**src/verilog/lcj_pkg.sv**
```systemverilog
// package of constants and types for the loop control and jump unit
//------------------------------------------------------------------------
// Summary of operation
// - strip-loop setup takes element count from operand bits 6-35.
// - nonzero operand bits 0-5 on strip-loop setup raise interrupt type 13.
// - setup operand from storage (base+offset) or from second general register.
// - setup writes entry chosen by e-field, then strip-loop pointer points there.
// - new entry: precision from t, remaining=operand, saved counts shift down.
// - setup defined only for t of 5 and 6, giving precision 0 and 1.
// - close subtracts strip count from remaining; positive jumps, else pointer from e.
// - close, inner setup, inner close share opcode; bits 7-9 are 001, 010, 011.
// - inner setup points pointer at e entry, clears position, loads limit from l.
// - inner setup length comes from current strip-loop entry.
// - after loading limit, jump when it is zero, else continue.
// - inner count limit above 64 raises no fault.
// - inner close adds one; below limit stores and jumps, else pointer from e.
// - pointer adjust loads pointers from e per p-field; loop contents unchanged.
// - fetch with program counter bit 18 or 19 set raises external interrupt.
// - executing code in local storage segment raises execute protection check.
// - local target is counter bits 0-17, zeros, then 16-bit u-field.
// - far target: register high bits, OR bit, carry, and unsigned low sum.
// - every taken jump appends an entry to the jump history file; the code appends only while ctrl bit LCJ_CTRL_HIST_EN is set.
// - jump raising synchronous interrupt is not taken; return is next instruction.
// - target address faults are reported at next fetch, not at the jump.
//------------------------------------------------------------------------
package lcj_pkg;

  //----------------------------------------------------------------------
  // word layout (bit 0 of the word is the msb)
  //----------------------------------------------------------------------
  localparam int LCJ_WORD_W = 36;
  localparam int LCJ_CNT_W = 30;
  localparam int LCJ_PTR_W = 3;
  localparam int LCJ_NENT = 8;
  localparam int LCJ_U_W = 16;
  localparam int LCJ_SEG_HI = 18; // width of counter bits 0-17

  // instruction field codes
  localparam logic [2:0] LCJ_T_SINGLE = 3'h5;
  localparam logic [2:0] LCJ_T_DOUBLE = 3'h6;
  localparam logic [2:0] LCJ_SUB_SCLOSE = 3'h1;
  localparam logic [2:0] LCJ_SUB_ISETUP = 3'h2;
  localparam logic [2:0] LCJ_SUB_ICLOSE = 3'h3;
  localparam logic [1:0] LCJ_P_INNER = 2'h1;
  localparam logic [1:0] LCJ_P_STRIP = 2'h2;
  localparam logic [1:0] LCJ_P_BOTH = 2'h3;
  localparam logic [1:0] LCJ_L_STRIP = 2'h0;
  localparam logic [1:0] LCJ_L_SAVED1 = 2'h1;
  localparam logic [1:0] LCJ_L_SAVED2 = 2'h2;

  // full strip sizes per precision
  localparam logic [29:0] LCJ_FULL_SINGLE = 30'h40;
  localparam logic [29:0] LCJ_FULL_DOUBLE = 30'h20;
  localparam logic [7:0] LCJ_INT_TYPE_RLO = 8'h0d;

  //----------------------------------------------------------------------
  // register map (byte offsets) and reset values
  //----------------------------------------------------------------------
  localparam logic [3:0] LCJ_REG_CTRL = 4'h0;
  localparam logic [3:0] LCJ_REG_STATUS = 4'h4;
  localparam logic [3:0] LCJ_REG_HCOUNT = 4'h8;
  localparam logic [3:0] LCJ_REG_TARGET = 4'hc;
  localparam int LCJ_CTRL_HIST_EN = 0;
  localparam logic [31:0] LCJ_CTRL_RST = 32'h0000_0001;

  //----------------------------------------------------------------------
  // types
  //----------------------------------------------------------------------
  typedef enum logic [2:0] {
    LCJ_OP_NONE,
    LCJ_OP_SETUP_STOR,
    LCJ_OP_SETUP_REG,
    LCJ_OP_SHARED,
    LCJ_OP_PTR_ADJ,
    LCJ_OP_JUMP_LOCAL,
    LCJ_OP_JUMP_FAR
  } lcj_op_t;

  typedef struct packed {
    logic valid;
    lcj_op_t op;
    logic [2:0] sub;
    logic [2:0] t;
    logic [2:0] e;
    logic [1:0] p;
    logic [1:0] l;
    logic [15:0] u;
    logic [35:0] mem_op;
    logic [35:0] greg;
    logic [35:0] pc;
  } lcj_req_t;

  typedef struct packed {
    logic done;
    logic jump;
    logic int_rlo;
    logic reserved;
    logic [35:0] target;
    logic [35:0] ret;
  } lcj_res_t;

  typedef struct packed {
    logic precision_flag;
    logic [29:0] remaining_count;
    logic [29:0] saved_count_one;
    logic [29:0] saved_count_two;
  } lcj_strip_t;

  typedef struct packed {
    logic [29:0] inner_position;
    logic [29:0] inner_count_limit;
  } lcj_inner_t;

endpackage

```
**src/verilog/lcj_unit.sv**
```systemverilog
// loop control and jump execution unit with avalon-mm status registers
`timescale 1ns/1ps
module lcj_unit (
  input wire logic I_CLK,
  input wire logic I_RST_B,
  input wire logic I_CE,
  // instruction from decoder
  input wire lcj_pkg::lcj_req_t I_REQ,
  output lcj_pkg::lcj_res_t O_RES,
  // jump history append port
  output logic O_HIST_WE,
  output logic [35:0] O_HIST_FROM,
  output logic [35:0] O_HIST_TO,
  // fetch check
  input wire logic I_FETCH_VALID,
  input wire logic [35:0] I_FETCH_PC,
  input wire logic I_FETCH_LOCAL,
  output logic O_FETCH_EXT_INT,
  output logic O_FETCH_PROT,
  // avalon-mm slave
  input wire logic [3:0] I_AVS_ADDRESS,
  input wire logic I_AVS_READ,
  input wire logic I_AVS_WRITE,
  input wire logic [31:0] I_AVS_WRITEDATA,
  input wire logic [3:0] I_AVS_BYTEENABLE,
  output logic [31:0] O_AVS_READDATA,
  output logic O_AVS_WAITREQUEST
);
  import lcj_pkg::*;

  //--------------------
  // state
  //--------------------
  lcj_strip_t sl_q [LCJ_NENT];
  lcj_inner_t il_q [LCJ_NENT];
  logic [2:0] slp_q, slp_d;
  logic [2:0] ilp_q, ilp_d;
  lcj_res_t res_q, res_d;
  logic hist_we_q;
  logic [35:0] hist_from_q, hist_to_q;
  logic fetch_ext_q, fetch_prot_q;
  logic [31:0] ctrl_q;
  logic [31:0] hcount_q;
  logic [35:0] last_tgt_q;
  logic wait_q;
  logic [31:0] rdata_q;

  // current entries as the instruction finds them
  lcj_strip_t sl_cur;
  lcj_inner_t il_cur;
  assign sl_cur = sl_q[slp_q];
  assign il_cur = il_q[ilp_q];

  // strip count of an entry: remaining elements capped at the full strip
  function automatic logic [29:0] strip_count(input lcj_strip_t s);
    logic [29:0] full;
    full = s.precision_flag ? LCJ_FULL_DOUBLE : LCJ_FULL_SINGLE;
    strip_count = (s.remaining_count > full) ? full : s.remaining_count;
  endfunction

  //--------------------
  // instruction decode
  //--------------------
  wire ex = I_CE && I_REQ.valid;
  wire is_setup = (I_REQ.op == LCJ_OP_SETUP_STOR) || (I_REQ.op == LCJ_OP_SETUP_REG);
  wire is_shared = (I_REQ.op == LCJ_OP_SHARED);
  wire is_sclose = is_shared && (I_REQ.sub == LCJ_SUB_SCLOSE);
  wire is_isetup = is_shared && (I_REQ.sub == LCJ_SUB_ISETUP);
  wire is_iclose = is_shared && (I_REQ.sub == LCJ_SUB_ICLOSE);
  wire is_padj = (I_REQ.op == LCJ_OP_PTR_ADJ);
  wire is_jlocal = (I_REQ.op == LCJ_OP_JUMP_LOCAL);
  wire is_jfar = (I_REQ.op == LCJ_OP_JUMP_FAR);
  wire shared_bad = is_shared && !is_sclose && !is_isetup && !is_iclose;

  //--------------------
  // strip-loop setup
  //--------------------
  // operand from storage or from the second general register
  wire [35:0] setup_opnd = (I_REQ.op == LCJ_OP_SETUP_STOR) ? I_REQ.mem_op : I_REQ.greg;
  wire setup_rlo = is_setup && (setup_opnd[35:30] != 6'h00);
  wire t_ok = (I_REQ.t == LCJ_T_SINGLE) || (I_REQ.t == LCJ_T_DOUBLE);
  wire setup_res = is_setup && !t_ok;
  wire setup_go = ex && is_setup && t_ok && !setup_rlo;

  // new entry built from the entry selected before this instruction
  lcj_strip_t sl_new;
  assign sl_new.precision_flag = (I_REQ.t == LCJ_T_DOUBLE);
  assign sl_new.remaining_count = setup_opnd[29:0];
  assign sl_new.saved_count_one = strip_count(sl_cur);
  assign sl_new.saved_count_two = sl_cur.saved_count_one;

  //--------------------
  // strip-loop close
  //--------------------
  wire [29:0] cur_strip = strip_count(sl_cur);
  wire [30:0] sc_diff = {1'b0, sl_cur.remaining_count} - {1'b0, cur_strip};
  wire sc_pos = !sc_diff[30] && (sc_diff[29:0] != 30'h0);
  lcj_strip_t sl_closed;
  assign sl_closed.precision_flag = sl_cur.precision_flag;
  assign sl_closed.remaining_count = sc_diff[30] ? 30'h0 : sc_diff[29:0];
  assign sl_closed.saved_count_one = sl_cur.saved_count_one;
  assign sl_closed.saved_count_two = sl_cur.saved_count_two;

  //--------------------
  // inner-loop setup and close
  //--------------------
  // length parameter drawn from the current strip-loop entry
  wire [29:0] len_sel = (I_REQ.l == LCJ_L_STRIP) ? cur_strip :
                        (I_REQ.l == LCJ_L_SAVED1) ? sl_cur.saved_count_one :
                        (I_REQ.l == LCJ_L_SAVED2) ? sl_cur.saved_count_two :
                        sl_cur.remaining_count;
  lcj_inner_t il_new;
  assign il_new.inner_position = 30'h0;
  assign il_new.inner_count_limit = len_sel;
  wire is_zero_lim = (len_sel == 30'h0);

  wire [30:0] ic_sum = {1'b0, il_cur.inner_position} + 31'h1;
  wire ic_below = ic_sum < {1'b0, il_cur.inner_count_limit};
  lcj_inner_t il_stepped;
  assign il_stepped.inner_position = ic_sum[29:0];
  assign il_stepped.inner_count_limit = il_cur.inner_count_limit;

  //--------------------
  // jump target formation
  //--------------------
  wire [35:0] tgt_local = {I_REQ.pc[35:18], 2'b00, I_REQ.u};
  wire [16:0] far_sum = {1'b0, I_REQ.u} + {1'b0, I_REQ.greg[15:0]};
  wire [35:0] tgt_far = {I_REQ.greg[35:18], I_REQ.greg[17] | I_REQ.greg[16], far_sum};
  // no target check here: faults on the target show up at its fetch
  wire [35:0] tgt = is_jfar ? tgt_far : tgt_local;
  wire [35:0] ret_addr = I_REQ.pc + 36'h1;

  //--------------------
  // jump condition and interrupt suppression
  //--------------------
  wire sync_int = setup_rlo; // only synchronous interrupt this unit raises
  wire jcond = (is_sclose && sc_pos) || (is_isetup && is_zero_lim) ||
               (is_iclose && ic_below) || is_jlocal || is_jfar;
  wire jtake = ex && jcond && !sync_int;

  //--------------------
  // loop register writes, one generate entry per register
  //--------------------
  wire sl_we_any = setup_go || (ex && is_sclose);
  wire [2:0] sl_widx = is_setup ? I_REQ.e : slp_q;
  lcj_strip_t sl_wdata;
  assign sl_wdata = is_setup ? sl_new : sl_closed;

  wire il_we_any = (ex && is_isetup) || (ex && is_iclose && ic_below);
  wire [2:0] il_widx = is_isetup ? I_REQ.e : ilp_q;
  lcj_inner_t il_wdata;
  assign il_wdata = is_isetup ? il_new : il_stepped;

  genvar gi;
  generate
    for (gi = 0; gi < LCJ_NENT; gi = gi + 1) begin : g_ent
      // strip and inner loop entry storage
      always_ff @(posedge I_CLK or negedge I_RST_B) begin
        if (!I_RST_B) begin
          sl_q[gi] <= '0;
          il_q[gi] <= '0;
        end else begin
          if (sl_we_any && (sl_widx == 3'(gi))) begin
            sl_q[gi] <= sl_wdata;
          end
          if (il_we_any && (il_widx == 3'(gi))) begin
            il_q[gi] <= il_wdata;
          end
        end
      end
    end
  endgenerate

  //--------------------
  // pointer updates
  //--------------------
  wire padj_strip = is_padj && ((I_REQ.p == LCJ_P_STRIP) || (I_REQ.p == LCJ_P_BOTH));
  wire padj_inner = is_padj && ((I_REQ.p == LCJ_P_INNER) || (I_REQ.p == LCJ_P_BOTH));
  wire slp_load = setup_go || (ex && is_sclose && !sc_pos) || (ex && padj_strip);
  wire ilp_load = (ex && is_isetup) || (ex && is_iclose && !ic_below) || (ex && padj_inner);
  assign slp_d = slp_load ? I_REQ.e : slp_q;
  assign ilp_d = ilp_load ? I_REQ.e : ilp_q;

  // pointer registers
  always_ff @(posedge I_CLK or negedge I_RST_B) begin
    if (!I_RST_B) begin
      slp_q <= 3'h0;
      ilp_q <= 3'h0;
    end else if (I_CE) begin
      slp_q <= slp_d;
      ilp_q <= ilp_d;
    end
  end

  //--------------------
  // result to sequencer
  //--------------------
  assign res_d.done = ex && (I_REQ.op != LCJ_OP_NONE);
  assign res_d.jump = jtake;
  assign res_d.int_rlo = ex && setup_rlo;
  assign res_d.reserved = ex && (setup_res || shared_bad);
  assign res_d.target = tgt;
  assign res_d.ret = ret_addr;

  // result and history registers
  always_ff @(posedge I_CLK or negedge I_RST_B) begin
    if (!I_RST_B) begin
      res_q <= '0;
      hist_we_q <= 1'b0;
      hist_from_q <= 36'h0;
      hist_to_q <= 36'h0;
    end else if (I_CE) begin
      res_q <= res_d;
      hist_we_q <= jtake && ctrl_q[LCJ_CTRL_HIST_EN];
      hist_from_q <= I_REQ.pc;
      hist_to_q <= tgt;
    end else begin
      res_q.done <= 1'b0;
      hist_we_q <= 1'b0;
    end
  end

  //--------------------
  // fetch address check
  //--------------------
  wire fetch_go = I_CE && I_FETCH_VALID;
  wire fetch_bad_pc = fetch_go && (I_FETCH_PC[17:16] != 2'b00);
  wire fetch_local = fetch_go && I_FETCH_LOCAL;

  // fetch check pulses
  always_ff @(posedge I_CLK or negedge I_RST_B) begin
    if (!I_RST_B) begin
      fetch_ext_q <= 1'b0;
      fetch_prot_q <= 1'b0;
    end else begin
      fetch_ext_q <= fetch_bad_pc;
      fetch_prot_q <= fetch_local;
    end
  end

  //--------------------
  // avalon-mm slave: one wait state, then answer
  //--------------------
  wire bus_req = I_AVS_READ || I_AVS_WRITE;
  wire bus_fire = bus_req && !wait_q; // edge where waitrequest is sampled low
  wire wr_ctrl = bus_fire && I_AVS_WRITE && (I_AVS_ADDRESS == LCJ_REG_CTRL);
  wire wr_hcnt = bus_fire && I_AVS_WRITE && (I_AVS_ADDRESS == LCJ_REG_HCOUNT);
  wire [31:0] be_mask = {{8{I_AVS_BYTEENABLE[3]}}, {8{I_AVS_BYTEENABLE[2]}},
                         {8{I_AVS_BYTEENABLE[1]}}, {8{I_AVS_BYTEENABLE[0]}}};
  wire [31:0] status_v = {22'h0, res_q.int_rlo, res_q.jump, 1'b0,
                          ilp_q, 1'b0, slp_q};
  wire [31:0] rd_mux = (I_AVS_ADDRESS == LCJ_REG_CTRL) ? ctrl_q :
                       (I_AVS_ADDRESS == LCJ_REG_STATUS) ? status_v :
                       (I_AVS_ADDRESS == LCJ_REG_HCOUNT) ? hcount_q :
                       (I_AVS_ADDRESS == LCJ_REG_TARGET) ? last_tgt_q[31:0] :
                       32'h0;
  wire hist_inc = I_CE && jtake && ctrl_q[LCJ_CTRL_HIST_EN];

  // bus handshake and read data
  always_ff @(posedge I_CLK or negedge I_RST_B) begin
    if (!I_RST_B) begin
      wait_q <= 1'b1;
      rdata_q <= 32'h0;
    end else if (I_CE) begin
      wait_q <= !(bus_req && wait_q);
      if (I_AVS_READ && wait_q) begin
        rdata_q <= rd_mux;
      end
    end
  end

  // control register, history counter and last target
  always_ff @(posedge I_CLK or negedge I_RST_B) begin
    if (!I_RST_B) begin
      ctrl_q <= LCJ_CTRL_RST;
      hcount_q <= 32'h0;
      last_tgt_q <= 36'h0;
    end else if (I_CE) begin
      if (wr_ctrl) begin
        ctrl_q <= (ctrl_q & ~be_mask) | (I_AVS_WRITEDATA & be_mask & 32'h1);
      end
      if (hist_inc) begin
        hcount_q <= hcount_q + 32'h1; // counting wins over a clear
        last_tgt_q <= tgt;
      end else if (wr_hcnt) begin
        hcount_q <= 32'h0;
      end
    end
  end

  //--------------------
  // outputs
  //--------------------
  assign O_RES = res_q;
  assign O_HIST_WE = hist_we_q;
  assign O_HIST_FROM = hist_from_q;
  assign O_HIST_TO = hist_to_q;
  assign O_FETCH_EXT_INT = fetch_ext_q;
  assign O_FETCH_PROT = fetch_prot_q;
  assign O_AVS_READDATA = rdata_q;
  assign O_AVS_WAITREQUEST = wait_q;

endmodule
```
**config.mk**
```make
export PLATFORM = sky130hd
export DESIGN_NAME = lcj_unit
export DESIGN_NICKNAME = d
export VERILOG_FILES = /design/src/verilog/lcj_pkg.sv /design/src/verilog/lcj_unit.sv
export SDC_FILE = /design/constraint.sdc
export NUM_CORES = 2
export LEC_CHECK = 0
export BUFFER_PORTS_ARGS = -buffer_cell sky130_fd_sc_hd__buf_2
export CAP_MARGIN = 20
export CORE_UTILIZATION = 35
export DETAILED_ROUTE_END_ITERATION = 8
export GPL_TIMING_DRIVEN = 0
export MAX_ROUTING_LAYER = met4
export PLACE_DENSITY = 0.63
export RECOVER_POWER = 50
export SYNTH_ARGS = -nofsm -noshare
export SYNTH_HDL_FRONTEND = slang
export SYNTH_SLANG_ARGS = --single-unit
```
**constraint.sdc**
```tcl
create_clock -name I_CLK -period 18.14 [get_ports I_CLK]
set_input_delay 0.907 -clock I_CLK [delete_from_list [all_inputs] [get_ports I_CLK]]
set_output_delay 0.907 -clock I_CLK [all_outputs]
set_load 0.005 [all_outputs]
```
==> results.cfg <==
[status]
status = complete, but fails checks
violations = capacitance limit, slew limit

[worst_setup_path]
cp.arrival_ns = 10.63
crit_type = in2async
cpMaxStageDelayCell = clkbuf_1
end_kind = async pin
critPathRequiredTime_ns = 16.86
critical-path-top-delay-family = buffers and inverters
cp_common_cell = clkbuf_1
crit_chain = dlygate4sd3_1 -> clkbuf_1 -> clkbuf_1
critPathMaxFanout = 163
startpoint_type = primary input
path_buf_inv = 3
max_stage_delay_ns = 6.28

[logic_synthesis]
synth_fp_nets = 6322
yosys_register_bits = 1458
synth-seq-area-share = 0.522
ys.flop_type = dfrtp_1
synthDistinctLibCells = 92
syn_area_mm2 = 0.0699
avgSynthCellArea_um2 = 11.6
async_reset_ff_frac = 1.00
syn_inst = 6044
yosysWarnings = 0
synth-edff-count = 0

[detailed_routing]
dr_total_vias = 53800
wl_per_cell_um = 27.8
ant_nets = 0
wirelength_mm = 260
viasPerCell = 5.74
drt_iter0_drc = 5409
dr.pass1.iters = 6
drcViolationCount = 0

[layout]
nets = 6860
finalNonFillerCells = 9362
final_cell_mix = 1456 x dfrtp_1, 1016 x nand2_1, 799 x o21ai_0
final_util = 0.408
final_common_cell = dfrtp_1
drive_gt1_frac = 0.236
syn_to_final_growth_pct = 15.6

[placed_design]
routabilityCongestion = 1.00
io_buffers = 335
place_ws_ns = 6.63
hpwl_mm = 190
dpl.cell_count = 9055

[power_and_ir_drop]
p_leak_nw = 36.0
power_density_mw_per_mm2 = 101
ir_drop_v = 0.0000688

[die]
start_util = 0.353
io_pins = 408
dieArea_mm2 = 0.201
core_area_mm2 = 0.198
dieWidth_um = 449
num_rows = 163
die_h_um = 449

[cts]
ctsHtreeMaxLevel = 4
clockBufferDepth = 3
clk_latency_ns = 0.84
clock_sinks = 1458
cts_resized = 0
hold_buffers = 1
numCtsBuffers = 156
cts_tree = done
path_clk_slew_ns = 0.06
cts_setup_buffers = 0
cts_root_buffer = clkbuf_16

[timing]
final-setup-viol-count = 0
clock_skew_ns = 0.0632
layout_setup_ws_ns = 6.24
drv_slew = 383
max_freq_mhz = 84.0
worst_pin_slew_ns = 8.75
grt_setup_unrepaired = no
slew-limit-headroom = -4.84
hold_ws_ns = 0.314
finalCritPeriodShare = 0.656
fin_crit_ns = 11.90
finalSetupTns_ns = 0
hold_viol_final = 0

[global_routing]
grt_usage = 0.262
grt_pass1_vias = 53900
overflow = 0
grt_pass1_wl_mm = 379
antenna_found_initial = 26
grt_max_degree = 172

[worst_hold_path]
hp-class = in2reg

[flow_run]
maxCapViolCount = 3
## Yosys cell counts (48+ instances only)
cell | instances | area share
xor2_1 | 49 | 0.0061
mux2i_1 | 155 | 0.022
ha_1 | 53 | 0.0095
and2_1 | 63 | 0.0056
o21ai_0 | 799 | 0.057
nor2_1 | 201 | 0.011
a21oi_1 | 134 | 0.0096
dfrtp_1 | 1456 | 0.52
xnor2_1 | 48 | 0.0060
mux2_2 | 623 | 0.10
clkbuf_1 | 322 | 0.017
mux4_2 | 309 | 0.10
nand2_1 | 1016 | 0.055
buf_1 | 60 | 0.0032
nor3_1 | 71 | 0.0051
nand3_1 | 68 | 0.0049
## per-stage QoR
stage / cell area, µm² / power [W]
finish: 80800 / 0.00820
detailed placement: 75500 / 0.00486
global placement: 74800 / 0.00483
global route: 80800 / 0.00842
CTS: 80900 / 0.00820
floorplan: 69900 / 0.00421
## power by group
group | switching (W) | leakage, nW | internal, W
clock | 0.00143 | 2.65 | 0.00193
combinational | 0.00100 | 13.2 | 0.000467
sequential | 0.0000505 | 20.1 | 0.00331
## cells by family after synthesis
family,share of synthesized area
AO/OA/AOI/OAI,0.0958
XOR/XNOR,0.0122
adder cells (fa/ha/maj),0.00978
buffers and inverters,0.0309
flip-flops,0.522
multiplexers,0.228
other,0.0000537
AND/OR/NAND/NOR,0.101
## sequential cells by signal, indices dropped and copies added (netlist names), named ones only
name and cells:
il_q 480, ilp_q 3, slp_q 3, O_HIST_FROM 36
O_AVS_WAITREQUEST 1, ctrl_q 31, O_FETCH_EXT_INT 1, O_HIST_WE 1
O_RES 40, O_HIST_TO 36, sl_q 728, hcount_q 32
O_AVS_READDATA 32, O_FETCH_PROT 1, last_tgt_q 32
## layout make-up
class / count / area, µm²
Antenna cell: 12 / 30.0
Buffer: 475 / 2010
Clock buffer: 230 / 4580
Clock inverter: 56 / 852
Fill cell: 18800 / 117000
Inverter: 31 / 116
Multi-Input combinational cell: 4080 / 31200
Sequential cell: 1458 / 36500
Tap cell: 2640 / 3300
Timing Repair Buffer: 380 / 2160
## routing by layer
metal | up-vias | track usage | wire length [µm]
met5 | - | - | 0
met4 | 0 | 0.149 | 17200
met3 | 676 | 0.0612 | 22900
met2 | 2743 | 0.393 | 118000
met1 | 27600 | 0.325 | 102000
li1 | 22700 | - | -
## path summary, 6_finish.rpt
check	cells after the start	slack (ns)	to	startpoint
min	2	0.31	O_FETCH_EXT_INT	I_FETCH_VALID
max	3	6.24	sl_q[432]	I_RST_B
max reg2reg	32	6.25	hcount_q[2]	slp_q[1]
min in group asynchronous	2	1.97	il_q[161]	I_RST_B
max in group I_CLK	32	6.25	hcount_q[2]	slp_q[1]
min reg2reg	2	0.48	sl_q[241]	sl_q[241]
Note: power is estimated with default switching activity, not from simulation.
